==> src/core/hsd_pkg.sv <==
// Constants, types and carriers of the high-speed reset, suspend and chirp link controller.
package hsd_pkg;

  // ----------------------------------------------------------------
  // Timing
  // ----------------------------------------------------------------
  localparam int unsigned HSD_CLK_PERIOD_NS   = 10;
  localparam int unsigned HSD_CLKOUT_FAST_KHZ = 66000;
  localparam int unsigned HSD_T_IDLE_NS       = 3000000;
  localparam int unsigned HSD_T_REVERT_MAX_NS = 3125000;
  localparam int unsigned HSD_T_SAMPLE_NS     = 200000;
  localparam int unsigned HSD_T_FS_SE0_NS     = 2500;
  localparam int unsigned HSD_T_NOCHIRP_NS    = 2000000;
  localparam int unsigned HSD_T_RESUME_MIN_NS = 5000000;
  localparam int unsigned HSD_T_RESUME_K_NS   = 2000000;
  localparam int unsigned HSD_CHIRP_CLKOUT    = 66000;
  localparam int unsigned HSD_FILT_CLKOUT     = 165;

  function automatic int unsigned hsd_cyc_up(input longint unsigned ns);
    return int'((ns + HSD_CLK_PERIOD_NS - 1) / HSD_CLK_PERIOD_NS);
  endfunction

  // Fast-clock counts are turned into the time they last at the fastest clock.
  function automatic int unsigned hsd_fast_cyc(input longint unsigned n);
    return hsd_cyc_up((n * 1000000 + HSD_CLKOUT_FAST_KHZ - 1) / HSD_CLKOUT_FAST_KHZ);
  endfunction

  localparam int unsigned HSD_IDLE_CYC       = hsd_cyc_up(HSD_T_IDLE_NS) + 1;
  localparam int unsigned HSD_REVERT_MAX_CYC = HSD_T_REVERT_MAX_NS / HSD_CLK_PERIOD_NS;
  localparam int unsigned HSD_SAMPLE_CYC     = hsd_cyc_up(HSD_T_SAMPLE_NS);
  localparam int unsigned HSD_SE0_CYC        = hsd_cyc_up(HSD_T_FS_SE0_NS) + 1;
  localparam int unsigned HSD_NOCHIRP_CYC    = hsd_cyc_up(HSD_T_NOCHIRP_NS);
  localparam int unsigned HSD_RESUME_MIN_CYC = hsd_cyc_up(HSD_T_RESUME_MIN_NS);
  localparam int unsigned HSD_RESUME_K_CYC   = hsd_cyc_up(HSD_T_RESUME_K_NS);
  localparam int unsigned HSD_CHIRP_CYC      = hsd_fast_cyc(HSD_CHIRP_CLKOUT);
  localparam int unsigned HSD_FILT_CYC       = hsd_fast_cyc(HSD_FILT_CLKOUT);
  localparam int unsigned HSD_CNT_W          = 20;

  // ----------------------------------------------------------------
  // Pin encodings
  // ----------------------------------------------------------------
  localparam logic [1:0] HSD_LS_SE0      = 2'h0;
  localparam logic [1:0] HSD_LS_J        = 2'h1;
  localparam logic [1:0] HSD_LS_K        = 2'h2;
  localparam logic [1:0] HSD_OP_NORMAL   = 2'h0;
  localparam logic [1:0] HSD_OP_NODRIVE  = 2'h1;
  localparam logic [1:0] HSD_OP_RAW      = 2'h2;
  localparam logic       HSD_XCVR_HS     = 1'b0;
  localparam logic       HSD_XCVR_FS     = 1'b1;
  localparam logic       HSD_TERM_HS     = 1'b0;
  localparam logic       HSD_TERM_FS     = 1'b1;

  // ----------------------------------------------------------------
  // Register map
  // ----------------------------------------------------------------
  localparam logic [7:0] HSD_OFS_CTRL      = 8'h00;
  localparam logic [7:0] HSD_OFS_STATUS    = 8'h04;
  localparam logic [7:0] HSD_OFS_CHIRP_LEN = 8'h08;
  localparam logic [7:0] HSD_OFS_IDLE_LEN  = 8'h0C;
  localparam int unsigned HSD_CTRL_EN_BIT  = 0;
  localparam int unsigned HSD_CTRL_RES_BIT = 1;
  localparam int unsigned HSD_ST_HS_BIT    = 4;
  localparam int unsigned HSD_EV_LSB       = 8;
  localparam int unsigned HSD_EV_W         = 4;

  typedef struct packed {
    logic       xcvrselect;
    logic       termselect;
    logic [1:0] opmode;
    logic       suspendn;
    logic       txvalid;
  } hsd_utmi_t;

  typedef enum logic [3:0] {
    ST_OFF, ST_FS, ST_HS, ST_REVERT, ST_SUSPEND, ST_RESUME, ST_CHIRP, ST_LISTEN, ST_FS_RESET
  } hsd_state_t;

endpackage

==> src/core/hsd_link_ctrl.sv <==
// Link-side sequencer for high-speed reset, suspend, resume and chirp detection.
//
// Added by the designer: register access over APB and the address map.
module hsd_link_ctrl
  import hsd_pkg::*;
#(
  parameter int unsigned IDLE_CYC       = HSD_IDLE_CYC,
  parameter int unsigned SAMPLE_CYC     = HSD_SAMPLE_CYC,
  parameter int unsigned NOCHIRP_CYC    = HSD_NOCHIRP_CYC,
  parameter int unsigned RESUME_MIN_CYC = HSD_RESUME_MIN_CYC,
  parameter int unsigned RESUME_K_CYC   = HSD_RESUME_K_CYC,
  parameter int unsigned CHIRP_CYC      = HSD_CHIRP_CYC
) (
  input  wire logic        pclk,
  input  wire logic        presetn,
  input  wire logic        psel,
  input  wire logic        penable,
  input  wire logic        pwrite,
  input  wire logic [7:0]  paddr,
  input  wire logic [31:0] pwdata,
  output logic      [31:0] prdata,
  output logic             pready,
  output logic             pslverr,
  input  wire logic [1:0]  linestate,
  output hsd_utmi_t        utmi,
  output logic      [7:0]  data_out
);

  localparam logic [HSD_CNT_W-1:0] CNT_MAX = {HSD_CNT_W{1'b1}};

  logic [1:0]           ls_meta;
  logic [1:0]           ls_sync;
  logic [1:0]           ls_q;
  logic [HSD_CNT_W-1:0] run;
  logic [HSD_CNT_W-1:0] quiet;
  logic [HSD_CNT_W-1:0] tmr;
  logic [HSD_CNT_W-1:0] chirp_len;
  logic [HSD_CNT_W-1:0] idle_len;
  hsd_state_t           state;
  hsd_state_t           next_state;
  logic [2:0]           kj_cnt;
  logic                 want_k;
  logic                 hs_mode;
  logic                 ctrl_en;
  logic                 res_pend;
  logic [HSD_EV_W-1:0]  events;
  logic [HSD_EV_W-1:0]  ev_set;
  logic                 wr_acc;

  function automatic logic [HSD_CNT_W-1:0] sat_inc(input logic [HSD_CNT_W-1:0] v);
    return (v == CNT_MAX) ? v : v + 1'b1;
  endfunction

  // True in the last cycle of an interval of len cycles counted from zero.
  function automatic logic reached(input logic [HSD_CNT_W-1:0] t,
                                   input logic [HSD_CNT_W-1:0] len);
    return ({1'b0, t} + 1'b1) >= {1'b0, len};
  endfunction

  function automatic logic [HSD_CNT_W-1:0] cnt(input int unsigned v);
    return HSD_CNT_W'(v);
  endfunction

  function automatic hsd_utmi_t drive(input hsd_state_t s);
    hsd_utmi_t u;
    u = '{xcvrselect: HSD_XCVR_FS, termselect: HSD_TERM_FS, opmode: HSD_OP_NORMAL,
          suspendn: 1'b1, txvalid: 1'b0};
    case (s)
      ST_OFF: begin
        u.opmode = HSD_OP_NODRIVE;
      end
      ST_HS: begin
        u.xcvrselect = HSD_XCVR_HS;
        u.termselect = HSD_TERM_HS;
      end
      ST_SUSPEND: begin
        u.suspendn = 1'b0;
      end
      ST_RESUME: begin
        u.opmode  = HSD_OP_RAW;
        u.txvalid = 1'b1;
      end
      ST_CHIRP: begin
        u.xcvrselect = HSD_XCVR_HS;
        u.opmode     = HSD_OP_RAW;
        u.txvalid    = 1'b1;
      end
      ST_LISTEN: begin
        u.xcvrselect = HSD_XCVR_HS;
      end
      default: begin
        u.opmode = HSD_OP_NORMAL;
      end
    endcase
    return u;
  endfunction

  // ----------------------------------------------------------------
  // Line state sampling
  // ----------------------------------------------------------------
  // The line state pins come from the transceiver clock, so they are synchronised first.
  always_ff @(posedge pclk or negedge presetn) begin
    if (!presetn) begin
      ls_meta <= HSD_LS_SE0;
      ls_sync <= HSD_LS_SE0;
    end else begin
      ls_meta <= linestate;
      ls_sync <= ls_meta;
    end
  end

  // The line state is not filtered, so the length of each steady run is counted here.
  always_ff @(posedge pclk or negedge presetn) begin
    if (!presetn) begin
      ls_q <= HSD_LS_SE0;
      run  <= '0;
    end else begin
      ls_q <= ls_sync;
      run  <= (ls_sync == ls_q) ? sat_inc(run) : cnt(1);
    end
  end

  // Squelch reads as J, so anything other than J is bus activity, chirps included.
  always_ff @(posedge pclk or negedge presetn) begin
    if (!presetn) begin
      quiet <= '0;
    end else begin
      quiet <= (ls_q != HSD_LS_J) ? '0 : sat_inc(quiet);
    end
  end

  always_ff @(posedge pclk or negedge presetn) begin
    if (!presetn) begin
      tmr <= '0;
    end else begin
      tmr <= (next_state != state) ? '0 : sat_inc(tmr);
    end
  end

  // ----------------------------------------------------------------
  // Host chirp detection
  // ----------------------------------------------------------------
  // Detection runs from the own chirp onward; the own K counts as the first K, so the first host K is not counted.
  always_ff @(posedge pclk or negedge presetn) begin
    if (!presetn) begin
      kj_cnt <= '0;
      want_k <= 1'b1;
    end else if (state != ST_CHIRP && state != ST_LISTEN) begin
      kj_cnt <= '0;
      want_k <= 1'b1;
    end else if (run == cnt(HSD_FILT_CYC) && ls_q == (want_k ? HSD_LS_K : HSD_LS_J)) begin
      kj_cnt <= (kj_cnt == 3'h4) ? kj_cnt : kj_cnt + 1'b1;
      want_k <= ~want_k;
    end
  end

  // ----------------------------------------------------------------
  // Sequencer
  // ----------------------------------------------------------------
  always_comb begin
    next_state = state;
    case (state)
      ST_OFF: begin
        if (ctrl_en) next_state = ST_FS;
      end
      ST_FS: begin
        if (ls_q == HSD_LS_SE0 && run >= cnt(HSD_SE0_CYC)) next_state = ST_CHIRP;
        else if (reached(quiet, idle_len)) next_state = ST_SUSPEND;
      end
      ST_HS: begin
        if (reached(quiet, idle_len)) next_state = ST_REVERT;
      end
      ST_REVERT: begin
        if (reached(tmr, cnt(SAMPLE_CYC))) begin
          if (ls_q == HSD_LS_SE0) next_state = ST_CHIRP;
          else next_state = ST_SUSPEND;
        end
      end
      ST_SUSPEND: begin
        if (ls_q == HSD_LS_SE0) next_state = ST_CHIRP;
        else if (ls_q == HSD_LS_K) next_state = hs_mode ? ST_HS : ST_FS;
        else if (res_pend && quiet >= cnt(RESUME_MIN_CYC)) next_state = ST_RESUME;
      end
      ST_RESUME: begin
        if (reached(tmr, cnt(RESUME_K_CYC))) next_state = hs_mode ? ST_HS : ST_FS;
      end
      ST_CHIRP: begin
        if (reached(tmr, chirp_len)) next_state = ST_LISTEN;
      end
      ST_LISTEN: begin
        if (kj_cnt == 3'h4) next_state = ST_HS;
        else if (reached(tmr, cnt(NOCHIRP_CYC))) next_state = ST_FS_RESET;
      end
      ST_FS_RESET: begin
        if (ls_q == HSD_LS_J && run >= cnt(HSD_FILT_CYC)) next_state = ST_FS;
      end
      default: begin
        next_state = ST_OFF;
      end
    endcase
    if (!ctrl_en) next_state = ST_OFF;
  end

  always_ff @(posedge pclk or negedge presetn) begin
    if (!presetn) begin
      state <= ST_OFF;
    end else begin
      state <= next_state;
    end
  end

  // Pins follow the next state so they change in the same edge as the state itself.
  always_ff @(posedge pclk or negedge presetn) begin
    if (!presetn) begin
      utmi     <= drive(ST_OFF);
      data_out <= 8'h00;
    end else begin
      utmi     <= drive(next_state);
      data_out <= 8'h00;
    end
  end

  always_ff @(posedge pclk or negedge presetn) begin
    if (!presetn) begin
      hs_mode <= 1'b0;
    end else if (next_state == ST_HS) begin
      hs_mode <= 1'b1;
    end else if (next_state == ST_FS_RESET || next_state == ST_OFF || next_state == ST_FS) begin
      hs_mode <= 1'b0;
    end
  end

  // ----------------------------------------------------------------
  // APB slave
  // ----------------------------------------------------------------
  assign wr_acc = psel & penable & pready & pwrite;

  assign ev_set = {next_state == ST_FS_RESET && state != ST_FS_RESET,
                   next_state == ST_HS && state == ST_LISTEN,
                   next_state == ST_SUSPEND && state != ST_SUSPEND,
                   next_state == ST_CHIRP && state != ST_CHIRP};

  // A zero-wait slave: every access ends in its first access-phase cycle.
  always_ff @(posedge pclk or negedge presetn) begin
    if (!presetn) begin
      pready  <= 1'b0;
      pslverr <= 1'b0;
      prdata  <= 32'h00000000;
    end else begin
      pready  <= psel & ~penable;
      pslverr <= 1'b0;
      prdata  <= 32'h00000000;
      if (psel && !penable) begin
        case (paddr)
          HSD_OFS_CTRL: begin
            prdata[HSD_CTRL_EN_BIT]  <= ctrl_en;
            prdata[HSD_CTRL_RES_BIT] <= res_pend;
          end
          HSD_OFS_STATUS: begin
            prdata[3:0]                             <= state;
            prdata[HSD_ST_HS_BIT]                   <= hs_mode;
            prdata[HSD_EV_LSB +: HSD_EV_W]          <= events;
          end
          HSD_OFS_CHIRP_LEN: begin
            prdata[HSD_CNT_W-1:0] <= chirp_len;
          end
          HSD_OFS_IDLE_LEN: begin
            prdata[HSD_CNT_W-1:0] <= idle_len;
          end
          default: begin
            pslverr <= 1'b1;
          end
        endcase
      end
    end
  end

  always_ff @(posedge pclk or negedge presetn) begin
    if (!presetn) begin
      ctrl_en   <= 1'b0;
      chirp_len <= cnt(CHIRP_CYC);
      idle_len  <= cnt(IDLE_CYC);
    end else if (wr_acc) begin
      if (paddr == HSD_OFS_CTRL) ctrl_en <= pwdata[HSD_CTRL_EN_BIT];
      if (paddr == HSD_OFS_CHIRP_LEN) chirp_len <= pwdata[HSD_CNT_W-1:0];
      if (paddr == HSD_OFS_IDLE_LEN) idle_len <= pwdata[HSD_CNT_W-1:0];
    end
  end

  // A resume request waits in suspend until the quiet time allows it.
  always_ff @(posedge pclk or negedge presetn) begin
    if (!presetn) begin
      res_pend <= 1'b0;
    end else if (wr_acc && paddr == HSD_OFS_CTRL && pwdata[HSD_CTRL_RES_BIT]) begin
      res_pend <= 1'b1;
    end else if (next_state == ST_RESUME || next_state == ST_OFF) begin
      res_pend <= 1'b0;
    end
  end

  // Event flags clear on a written one; a new event in the same cycle wins.
  always_ff @(posedge pclk or negedge presetn) begin
    if (!presetn) begin
      events <= '0;
    end else begin
      events <= (events & ~((wr_acc && paddr == HSD_OFS_STATUS) ?
                 pwdata[HSD_EV_LSB +: HSD_EV_W] : '0)) | ev_set;
    end
  end
endmodule

==> config.mk <==
export PLATFORM = sky130hd
export DESIGN_NAME = hsd_link_ctrl
export DESIGN_NICKNAME = d
export VERILOG_FILES = /design/src/core/hsd_pkg.sv /design/src/core/hsd_link_ctrl.sv
export SDC_FILE = /design/constraint.sdc
export NUM_CORES = 1
export LEC_CHECK = 0
export ABC_AREA = 1
export BUFFER_PORTS_ARGS = -buffer_cell sky130_fd_sc_hd__buf_2
export CORE_MARGIN = 4
export CORE_UTILIZATION = 60
export DETAILED_ROUTE_END_ITERATION = 8
export PLACE_DENSITY = 0.81
export SYNTH_ARGS = -nofsm -noshare
export SYNTH_HDL_FRONTEND = slang
export SYNTH_SLANG_ARGS = --single-unit
==> constraint.sdc <==
create_clock -name pclk -period 7.3 [get_ports pclk]
set_input_delay 0.73 -clock pclk [delete_from_list [all_inputs] [get_ports pclk]]
set_output_delay 0.73 -clock pclk [all_outputs]
set_load 0.05 [all_outputs]
==> results of run 1 <==
## layout make-up
cell class / instances / share of cell area (%)
clock buffers: 22 / 4.48
clock inverters: 10 / 2.03
inverters: 220 / 8.15
multi-input cells: 807 / 42.4
flip-flops and latches: 149 / 37.1
well taps: 184 / 2.27
repair buffers: 69 / 3.64
## logic make-up (layout without fill, tap and decap cells)
logic type               Yosys count  count (layout)  synth area share, %
adder cells (fa/ha/maj)           48              48                 6.65
AO/OA/AOI/OAI                    160             160                 9.71
buffers and inverters            262             321                 11.9
flip-flops                       149             149                 41.5
other                              1              20               0.0415
multiplexers                       1               1                0.111
AND/OR/NAND/NOR                  557             557                 27.9
XOR/XNOR                          21              21                 2.12
## power groups by stage
stage / Sequential (mW) / Combinational (mW) / Clock (mW)
global placement: 0.905 / 0.497 / 0
floorplan: 0.930 / 0.375 / 0
finish: 0.895 / 0.515 / 0.993
CTS: 0.894 / 0.508 / 1.00
global route: 0.896 / 0.561 / 1.04
detailed placement: 0.907 / 0.504 / 0
## routing by layer
layer / GRT usage (%) / share of wire (%)
met5: 0 / 0
met4: 9.32 / 2.3
met3: 5.93 / 8.1
met2: 42.7 / 45
met1: 40.0 / 44
## sequential cells by signal (all words and copies together), names as in the netlist, 2 cells and up
| name | flops |
|---|---|
| chirp_len | 20 |
| idle_len | 20 |
| run | 20 |
| state | 4 |
| prdata | 20 |
| events | 4 |
| kj_cnt | 3 |
| ls_sync | 2 |
| ls_meta | 2 |
| utmi | 6 |
| tmr | 20 |
| quiet | 20 |
| ls_q | 2 |
## stage by stage
| stage | utilization [%] | setup WS (ns) | hold WS (ns) | total power [mW] |
|---|---|---|---|---|
| CTS | 69.2 | 2.71 | 0.329 | 2.40 |
| detailed placement | 64.7 | 2.80 | 0.340 | 1.41 |
| global route | 69.2 | 2.19 | 0.346 | 2.50 |
| finish | 69.2 | 2.64 | 0.304 | 2.40 |
| global placement | 64.7 | 2.83 | 0.332 | 1.40 |
| floorplan | - | 3.68 | 0.331 | 1.31 |
## synth_stat cells (2+ instances only)
cell,count
sky130_fd_sc_hd__a211oi_1,4
sky130_fd_sc_hd__a21oi_1,45
sky130_fd_sc_hd__a221oi_1,3
sky130_fd_sc_hd__a31oi_1,12
sky130_fd_sc_hd__and3_1,2
sky130_fd_sc_hd__buf_4,20
sky130_fd_sc_hd__buf_6,2
sky130_fd_sc_hd__clkbuf_1,19
sky130_fd_sc_hd__clkinv_1,2
sky130_fd_sc_hd__dfrtp_1,129
sky130_fd_sc_hd__dfstp_2,20
sky130_fd_sc_hd__ha_1,48
sky130_fd_sc_hd__inv_1,214
sky130_fd_sc_hd__inv_2,4
sky130_fd_sc_hd__nand2_1,283
sky130_fd_sc_hd__nand2_2,10
sky130_fd_sc_hd__nand3_1,49
sky130_fd_sc_hd__nand3_2,2
sky130_fd_sc_hd__nand3_4,2
sky130_fd_sc_hd__nand3b_1,6
sky130_fd_sc_hd__nand4_1,26
sky130_fd_sc_hd__nor2_1,94
sky130_fd_sc_hd__nor2_2,26
sky130_fd_sc_hd__nor2_4,8
sky130_fd_sc_hd__nor3_1,37
sky130_fd_sc_hd__nor4_1,8
sky130_fd_sc_hd__o21ai_0,83
sky130_fd_sc_hd__o22ai_1,4
sky130_fd_sc_hd__o31ai_1,2
sky130_fd_sc_hd__or2_2,2
sky130_fd_sc_hd__xnor2_1,3
sky130_fd_sc_hd__xor2_1,17
## worst paths after layout
check                           startpoint             to  slack (ns)  cells past startpoint
worst max-delay path              quiet[0]         tmr[7]        2.64                     32
worst min-delay path               presetn      kj_cnt[2]        0.30                      1
worst max register to register    quiet[0]         tmr[7]        2.64                     32
worst min register to register  ls_meta[1]     ls_sync[1]        0.35                      0
max in group asynchronous          presetn  chirp_len[12]        5.57                      2
min in group pclk               ls_meta[1]     ls_sync[1]        0.35                      0
## worst max-delay path: cells and delay by family, from the launching register on
| family | cells | cell delay [ns] |
|---|---|---|
| simple gates | 24 | 3.33 |
| flops | 1 | 0.42 |
| fa+ha+maj | 1 | 0.31 |
| compound gates | 1 | 0.08 |
| buf+inv | 6 | 0.42 |
==> summary.txt, run 1 <==
Outcome
  – Result of the run: finished clean

Setup path
  – Worst Path Required: 7.64 ns
  – Critical path startpoint category: flop
  – Kind of critical path: flop to flop
  – Max stage delay cell, worst path: sky130_fd_sc_hd__nor3_1
  – Top fanout value on the critical path: 20
  – Worst EP arrival: 5.00 ns
  – Critical Path Most Common Cell: sky130_fd_sc_hd__nand2_1
  – Largest stage delay, worst path: between 0.4 and 0.5 ns
  – Critical path capture point type: flop

Clock network
  – Buffer type at the clock tree root: sky130_fd_sc_hd__clkbuf_16
  – Clock-pin slew of the registers on the worst-case setup and hold paths: 0.06 ns
  – Post-CTS setup buffer count: 0
  – Level count of the clock H-tree: 4
  – Cts repair resizes: 0
  – Clock latency of the later-clocked register in the worst-skew pair: approximately 0.43 ns
  – Number of buffers inserted during clock tree synthesis: 17
  – Number of buffers on the longest clock path: 2
  – Post-CTS Hold Fix Bufs: 0
  – CTS tree: yes
  – TritonCTS sink count: around 150

Global routing
  – Number of antenna violations at the first check in global routing: 0
  – Vias in the first global route: slightly below 8000
  – Largest net degree at the start of global routing: 81
  – Global routing usage summed across all routing layers: 28.0%
  – First-pass GRT wire length: 37.3 mm
  – Grt ovf: 0

Floorplanning
  – Area enclosed by the die boundary: 17100 µm²
  – Initial Utilization: 61.7%
  – Placement Rows: 44
  – Chip Height: 131 µm
  – Area of the placeable core: 14600 µm²
  – DIE WIDTH: 131 µm
  – I/O pin count: 95

Synth
  – Sequential share of the synthesized area: 41.5%
  – Mapped Avg Cell Area: 7.54 µm²
  – Fraction of synthesis flops using an asynchronous set or reset pin: 100%
  – Top cells by area in the synthesized netlist: sky130_fd_sc_hd__dfrtp_1, sky130_fd_sc_hd__nand2_1, sky130_fd_sc_hd__inv_1
  – Yosys reg bits: approximately 150
  – Area share of the largest cell type after synthesis: 35.7%
  – Count of different cell masters after synthesis: 45
  – Synth area leader: sky130_fd_sc_hd__dfrtp_1
  – Top flip-flop cell by instance count after synthesis: sky130_fd_sc_hd__dfrtp_1
  – Mapped Area: 9040 µm²
  – Cells after synthesis: 1199
  – Number of enable flip-flop cells after synthesis: 0
  – Yosys warnings: 0

Final layout
  – Filler instances: 1164
  – Post-Layout Cell Count: 1461
  – Most frequent standard cell in the layout excluding fill and tap cells: sky130_fd_sc_hd__nand2_1
  – Antenna Diode Count: 0
  – Final-stage net count: between 1000 and 1500
  – Design Area, Final: 10100 µm²
  – Highest-count cells in the layout ignoring fill and taps: sky130_fd_sc_hd__nand2_1, sky130_fd_sc_hd__inv_1, sky130_fd_sc_hd__dfrtp_1
  – Multi-input logic area: 4290 µm²
  – Register cell area after layout: 3750 µm²
  – Share of layout cells above drive strength 1: 13.8%
  – Synth-to-Final Area Change: 12.1%

Pwr
  – Switching power as a share of total power: 31.8%
  – Cell-internal power: around 1.6 mW
  – Total power per unit cell area: 237 nW/µm²
  – Combinational group share of total power: 21.4%
  – Peak supply drop: 0.157 mV
  – Static leakage power: 5.03 nW
  – Portion of total power attributed to the clock network: 41.3%
  – Sequential share of power: between 30% and 40%
  – Switching power summed over all nets: 764 µW

Detailed routing
  – Antenna Violating Nets Remaining: 0
  – Number of vias per cell: 5.55
  – Via total after detailed routing: 8105
  – DRC errors left: 0
  – Initial DRT Pass Iterations: 6
  – Count of routing violations after the opening detailed-route iteration: roughly 830
  – WL/cell: 15.7 µm
  – Routed WL: 22.9 mm

Timing
  – Final setup viols: 0
  – Total Negative Setup Slacks: 0 ns
  – Total count of hold-check failures in the final report: 0
  – Worst slew pin tran: 0.977 ns
  – Slew HR: 34.9%
  – Fin. max-slew vios: 0
  – Unrepaired setup endpoints after global routing: false
  – Top achievable clock speed: 215 MHz
  – Final worst path period need: 4.66 ns
  – Setup clock skew after layout: around 0.0064 ns
  – Fin crit share: 63.8%

Hold path
  – Hold/Removal Path Class: input pin to async pin

Place
  – Dpl cell area: 9470 µm²
  – Placed Instances: 1429
  – Placer's final routability congestion estimate: 0.982
  – HPWL Detailed: 16.6 mm
  – Quantity of I/O buffers inserted on ports: 62

Flow run
  – Max cap viols: 0
Note: power is estimated with default switching activity, not from simulation.
==> run 2, diff against run 1 <==
==> constraint.sdc (replaced) <==
create_clock -name pclk -period 4.64 [get_ports pclk]
set_input_delay 0.464 -clock pclk [delete_from_list [all_inputs] [get_ports pclk]]
set_output_delay 0.464 -clock pclk [all_outputs]
set_load 0.05 [all_outputs]
==> summary.txt, run 2 (synthesized netlist as in run 1, its figures left out) <==
Global routing
  – Grt ovf: 0
  – Largest net degree at the start of global routing: 118
  – Vias in the first global route: 7587
  – First-pass GRT wire length: 36.7 mm
  – Number of antenna violations at the first check in global routing: 0
  – Global routing usage summed across all routing layers: 27.5%

Timing
  – Final worst path period need: just over 4 ns
  – Unrepaired setup endpoints after global routing: false
  – Fin crit share: 88.0%
  – Fin. max-slew vios: 0
  – Top achievable clock speed: ~240 MHz
  – Setup clock skew after layout: roughly 0.0064 ns
  – Slew HR: 29.8%
  – Worst slew pin tran: 1.05 ns
  – Total Negative Setup Slacks: 0 ns
  – Total count of hold-check failures in the final report: 0
  – Final setup viols: 0

Floorplanning
  – Initial Utilization: a little over 60%
  – DIE WIDTH: 131 µm
  – Area enclosed by the die boundary: 17100 µm²
  – Chip Height: ~130 µm
  – I/O pin count: 95
  – Placement Rows: 44
  – Area of the placeable core: 14600 µm²

Final layout
  – Final-stage net count: 1361
  – Antenna Diode Count: 0
  – Share of layout cells above drive strength 1: 14.3%
  – Filler instances: 1193
  – Most frequent standard cell in the layout excluding fill and tap cells: sky130_fd_sc_hd__nand2_1
  – Highest-count cells in the layout ignoring fill and taps: sky130_fd_sc_hd__nand2_1, sky130_fd_sc_hd__inv_1, sky130_fd_sc_hd__dfrtp_1
  – Post-Layout Cell Count: between 1000 and 1500
  – Synth-to-Final Area Change: 12.2%

Setup path
  – Worst Path Required: 4.95 ns
  – Cell count along the critical path: 29
  – Crit-path leading delay family: simple AND/OR/NAND/NOR gates
  – Max stage delay cell, worst path: sky130_fd_sc_hd__dfrtp_1
  – Critical Path Most Common Cell: sky130_fd_sc_hd__nand2_1
  – Largest stage delay, worst path: 0.40 ns
  – Register-to-register setup slack: 0.55 ns
  – Reg-to-reg endpoint: tmr[15]
  – Top fanout value on the critical path: 20
  – Worst R2R Path Depth: 29
  – Critical path capture point type: flop
  – Number of buffers and inverters on the critical path: 6
  – Worst EP arrival: 4.40 ns
  – CP Launch Point: quiet[0]
  – Reg-to-reg startpoint: quiet[0]
  – Kind of critical path: flop to flop
  – Critical path startpoint category: flop
  – End of the critical path: tmr[15]

Detailed routing
  – Via total after detailed routing: 8057
  – WL/cell: 15.5 µm
  – Initial DRT Pass Iterations: 6
  – Routed WL: about 23 mm
  – DRC errors left: 0
  – Count of routing violations after the opening detailed-route iteration: roughly 770
  – Number of vias per cell: 5.51
  – Antenna Violating Nets Remaining: 0

Outcome
  – Result of the run: finished clean

Pwr
  – Peak supply drop: 0.323 mV
  – Static leakage power: 5.04 nW
  – Total power per unit cell area: 368 nW/µm²
  – Power after layout: 3.74 mW

Place
  – Placed Instances: ~1400
  – Quantity of I/O buffers inserted on ports: 62
  – Placer's final routability congestion estimate: around 0.93
  – HPWL Detailed: 16.7 mm

Clock network
  – Post-CTS Hold Fix Bufs: 0
  – Number of buffers inserted during clock tree synthesis: 17
  – Buffer type at the clock tree root: sky130_fd_sc_hd__clkbuf_16
  – Post-CTS setup buffer count: 0
  – Clock latency of the later-clocked register in the worst-skew pair: approximately 0.43 ns
  – CTS tree: yes
  – Clock-pin slew of the registers on the worst-case setup and hold paths: 0.06 ns
  – TritonCTS sink count: approximately 150
  – Level count of the clock H-tree: 4
  – Number of buffers on the longest clock path: 2

Hold path
  – Hold/Removal Path Class: input pin to flop

Flow run
  – Max cap viols: 0
==> run 2: changes by cell type in the layout (fill, tap and decap cells not counted), sizes merged <==
cell / change
buf: +2
bufinv: -3
clkbuf: +1
clkinv: -1
clkinvlp: +1
inv: +2
==> run 2: worst register-to-register path: cells and delay by family (launching register included) <==
kind                     cells  cell delay, ns
AND/OR/NAND/NOR             19            2.15
buffers and inverters        6            0.69
flip-flops                   1            0.40
adder cells (fa/ha/maj)      1            0.30
AO/OA/AOI/OAI                2            0.27
XOR/XNOR                     1            0.16
==> run 2: layer usage <==
layer	track usage (%)	share of wire, %
met5	0	0
met2	42.4	45
met4	8.89	2.7
met3	5.73	6.9
met1	39.2	45
==> run 2: final cells by class <==
type,instances,area [µm²],share of cell area [%]
inverter,220,826,8.14
multi-input combinational,807,4290,42.3
sequential,149,3750,37.0
timing repair buffer,71,392,3.86
tap,184,230,2.27
clock buffer,23,508,5.01
clock inverter,9,139,1.37
==> run 2: through the flow <==
stage	area [µm²]	util [%]	hold WS [ns]	setup WS, ns
after floorplan	9110	-	0.168	1.02
after global placement	9480	64.8	0.333	0.619
after detailed placement	9480	64.8	0.340	0.493
after CTS	10100	69.2	0.129	0.428
after global routing	10100	69.2	0.139	0.0258
final	10100	69.2	0.140	0.555
==> run 2: worst min path at each step <==
stage | from | endpoint | cells after the start
after floorplan | presetn | chirp_len[0] | 0
after global placement | ls_meta[0] | ls_sync[0] | 0
after detailed placement | ls_meta[1] | ls_sync[1] | 0
after CTS | linestate[0] | ls_meta[0] | 1
final | linestate[0] | ls_meta[0] | 1
after global routing | linestate[1] | ls_meta[1] | 1
==> run 2: repair_timing <==
item | 4_1_cts | 5_1_grt
endpoints found under the setup margin | 0 | 21
resized for setup | 0 | 3
hold endpoints to repair | 0 | 0
==> run 2: where the power goes <==
part	switching, mW	leakage (nW)	internal [mW]
logic	0.613	2.78	0.229
registers	0.0495	1.95	1.36
clock network	0.553	0.309	0.937
total	1.22	5.04	2.52
==> run 3, diff against run 2 <==
--- a/config.mk
+++ b/config.mk
@@ -7,6 +7,7 @@
 export LEC_CHECK = 0
 export ABC_AREA = 1
 export BUFFER_PORTS_ARGS = -buffer_cell sky130_fd_sc_hd__buf_2
+export CORE_ASPECT_RATIO = 2
 export CORE_MARGIN = 4
 export CORE_UTILIZATION = 60
 export DETAILED_ROUTE_END_ITERATION = 8
==> summary.txt, run 3 (synthesized netlist as in run 1, its figures left out) <==
Flow run
  – Max cap viols: 0

Pwr
  – Cell-internal power: around 2.3 mW
  – Switching power as a share of total power: 33.8%
  – Total power per unit cell area: 351 nW/µm²
  – Peak supply drop: 0.285 mV
  – Static leakage power: 4.99 nW
  – Sequential share of power: between 30% and 40%
  – Switching power summed over all nets: 1.19 mW
  – Portion of total power attributed to the clock network: 36.9%
  – Combinational group share of total power: 23.1%

Setup path
  – Worst Path Required: 4.95 ns
  – Kind of critical path: flop to flop
  – End of the critical path: tmr[17]
  – Reg-to-reg startpoint: quiet[0]
  – CP Launch Point: quiet[0]
  – Largest stage delay, worst path: roughly 0.40 ns
  – Max stage delay cell, worst path: sky130_fd_sc_hd__dfrtp_1
  – Register-to-register setup slack: 0.42 ns
  – Reg-to-reg endpoint: tmr[17]
  – Critical path startpoint category: flop
  – Worst EP arrival: 4.53 ns
  – Top fanout value on the critical path: 20
  – Critical path capture point type: flop
  – Worst R2R Path Depth: 28

Final layout
  – Share of layout cells above drive strength 1: 14.1%
  – Highest-count cells in the layout ignoring fill and taps: sky130_fd_sc_hd__nand2_1, sky130_fd_sc_hd__inv_1, sky130_fd_sc_hd__dfrtp_1
  – Antenna Diode Count: 0
  – Final cell utilization of the core: 67.8%
  – Final-stage net count: 1359
  – Most frequent standard cell in the layout excluding fill and tap cells: sky130_fd_sc_hd__nand2_1
  – Post-Layout Cell Count: 1472
  – Filler instances: between 1000 and 1500
  – Synth-to-Final Area Change: 11.3%

Floorplanning
  – Chip Height: 182 µm
  – Initial Utilization: about three fifths
  – Area enclosed by the die boundary: 17200 µm²
  – DIE WIDTH: between 90 and 100 µm
  – Area of the placeable core: 14800 µm²
  – I/O pin count: 95
  – Placement Rows: 63

Global routing
  – Vias in the first global route: 7930
  – First-pass GRT wire length: roughly 37 mm
  – Grt ovf: 0
  – Global routing usage summed across all routing layers: 27.8%
  – Number of antenna violations at the first check in global routing: 0
  – Largest net degree at the start of global routing: 65

Timing
  – Worst Slack Setup Final: approximately 0.42 ns
  – Unrepaired setup endpoints after global routing: false
  – Slew HR: 24.1%
  – Fin crit share: 90.9%
  – Fin. max-slew vios: 0
  – Final-layout worst hold slack: 0.0181 ns
  – Top achievable clock speed: 237 MHz
  – Total count of hold-check failures in the final report: 0
  – Worst slew pin tran: 1.14 ns
  – Final setup viols: 0
  – Total Negative Setup Slacks: 0 ns
  – Final worst path period need: 4.22 ns
  – Setup clock skew after layout: between 0.01 and 0.015 ns

Place
  – Quantity of I/O buffers inserted on ports: 62
  – Placed Instances: 1440
  – HPWL Detailed: around 18 mm
  – Placer's final routability congestion estimate: 0.924
  – Place WS: 0.374 ns

Clock network
  – Clock latency of the later-clocked register in the worst-skew pair: 0.43 ns
  – Number of buffers inserted during clock tree synthesis: 17
  – Number of buffers on the longest clock path: 2
  – CTS tree: yes
  – Post-CTS setup buffer count: 0
  – Clock-pin slew of the registers on the worst-case setup and hold paths: ~0.060 ns
  – TritonCTS sink count: 149
  – Buffer type at the clock tree root: sky130_fd_sc_hd__clkbuf_16
  – Level count of the clock H-tree: 4

Detailed routing
  – Count of routing violations after the opening detailed-route iteration: 509
  – Via total after detailed routing: about 8000
  – Routed WL: 22.7 mm
  – Antenna Violating Nets Remaining: 0
  – DRC errors left: 0
  – Initial DRT Pass Iterations: 5
  – Number of vias per cell: 5.42
  – WL/cell: 15.4 µm

Outcome
  – Result of the run: finished clean

Hold path
  – Hold/Removal Path Class: input pin to async pin
[run 3: cell types whose count changed in the layout (fill, tap and decap cells not counted), sizes merged]
cell,change
clkinv,+5
bufinv,-3
buf,-2
clkbuf,-1
inv,-1
[run 3: stage by stage]
stage | cell area, µm² | total power [mW]
floorplan | 9110 | 2.05
global placement | 9480 | 2.21
detailed placement | 9480 | 2.23
CTS | 10000 | 3.52
global route | 10100 | 3.69
finish | 10100 | 3.52
[run 3: layer usage]
layer  wire (µm)  part of all wire, %  GRT usage (%)
met1        7830                   35           27.3
met2       12800                   56           52.9
met3         828                  3.7           4.48
met4        1220                  5.4           15.4
met5           0                    0              0
[run 3: repair_timing]
action | 4_1_cts | 5_1_grt
endpoints found under the setup margin | 0 | 20
gates resized for setup | 0 | 1
hold buffers | 0 | 0
[run 3: worst max-delay path: cells and delay by family (launching register included)]
| kind | cells | cell delay [ns] |
|---|---|---|
| AOI/OAI and AO/OA | 2 | 0.28 |
| adders and majority gates | 1 | 0.30 |
| xor gates and xnor gates | 1 | 0.19 |
| buffers and inverters | 5 | 0.52 |
| and+or+nand+nor | 19 | 2.39 |
| DFF | 1 | 0.40 |
[run 3: cell type report]
type	count	area, µm²	area share (%)
Clock buffer	22	494	4.92
Clock inverter	10	72.6	0.722
Inverter	220	826	8.21
Multi-Input combinational cell	807	4290	42.7
Sequential cell	149	3750	37.3
Tap cell	195	244	2.43
Timing Repair Buffer	69	373	3.71
[run 3: how the worst min path moves through the flow]
stage / to / slack (ns) / depth (start not counted)
floorplan: chirp_len[0] / 0.17 / 0
global placement: ls_sync[1] / 0.33 / 0
detailed placement: ls_sync[1] / 0.34 / 0
CTS: ls_meta[0] / 0.03 / 1
global route: ls_meta[0] / 0.05 / 1
finish: ls_meta[0] / 0.02 / 1
[run 3: power by group through the flow]
stage                     Clock (mW)  Sequential (mW)  Combinational, mW
after floorplan                    0             1.46              0.590
after global placement             0             1.43              0.785
after detailed placement           0             1.43              0.798
after CTS                       1.32             1.41              0.803
after global routing            1.38             1.41              0.904
final                           1.30             1.41              0.816
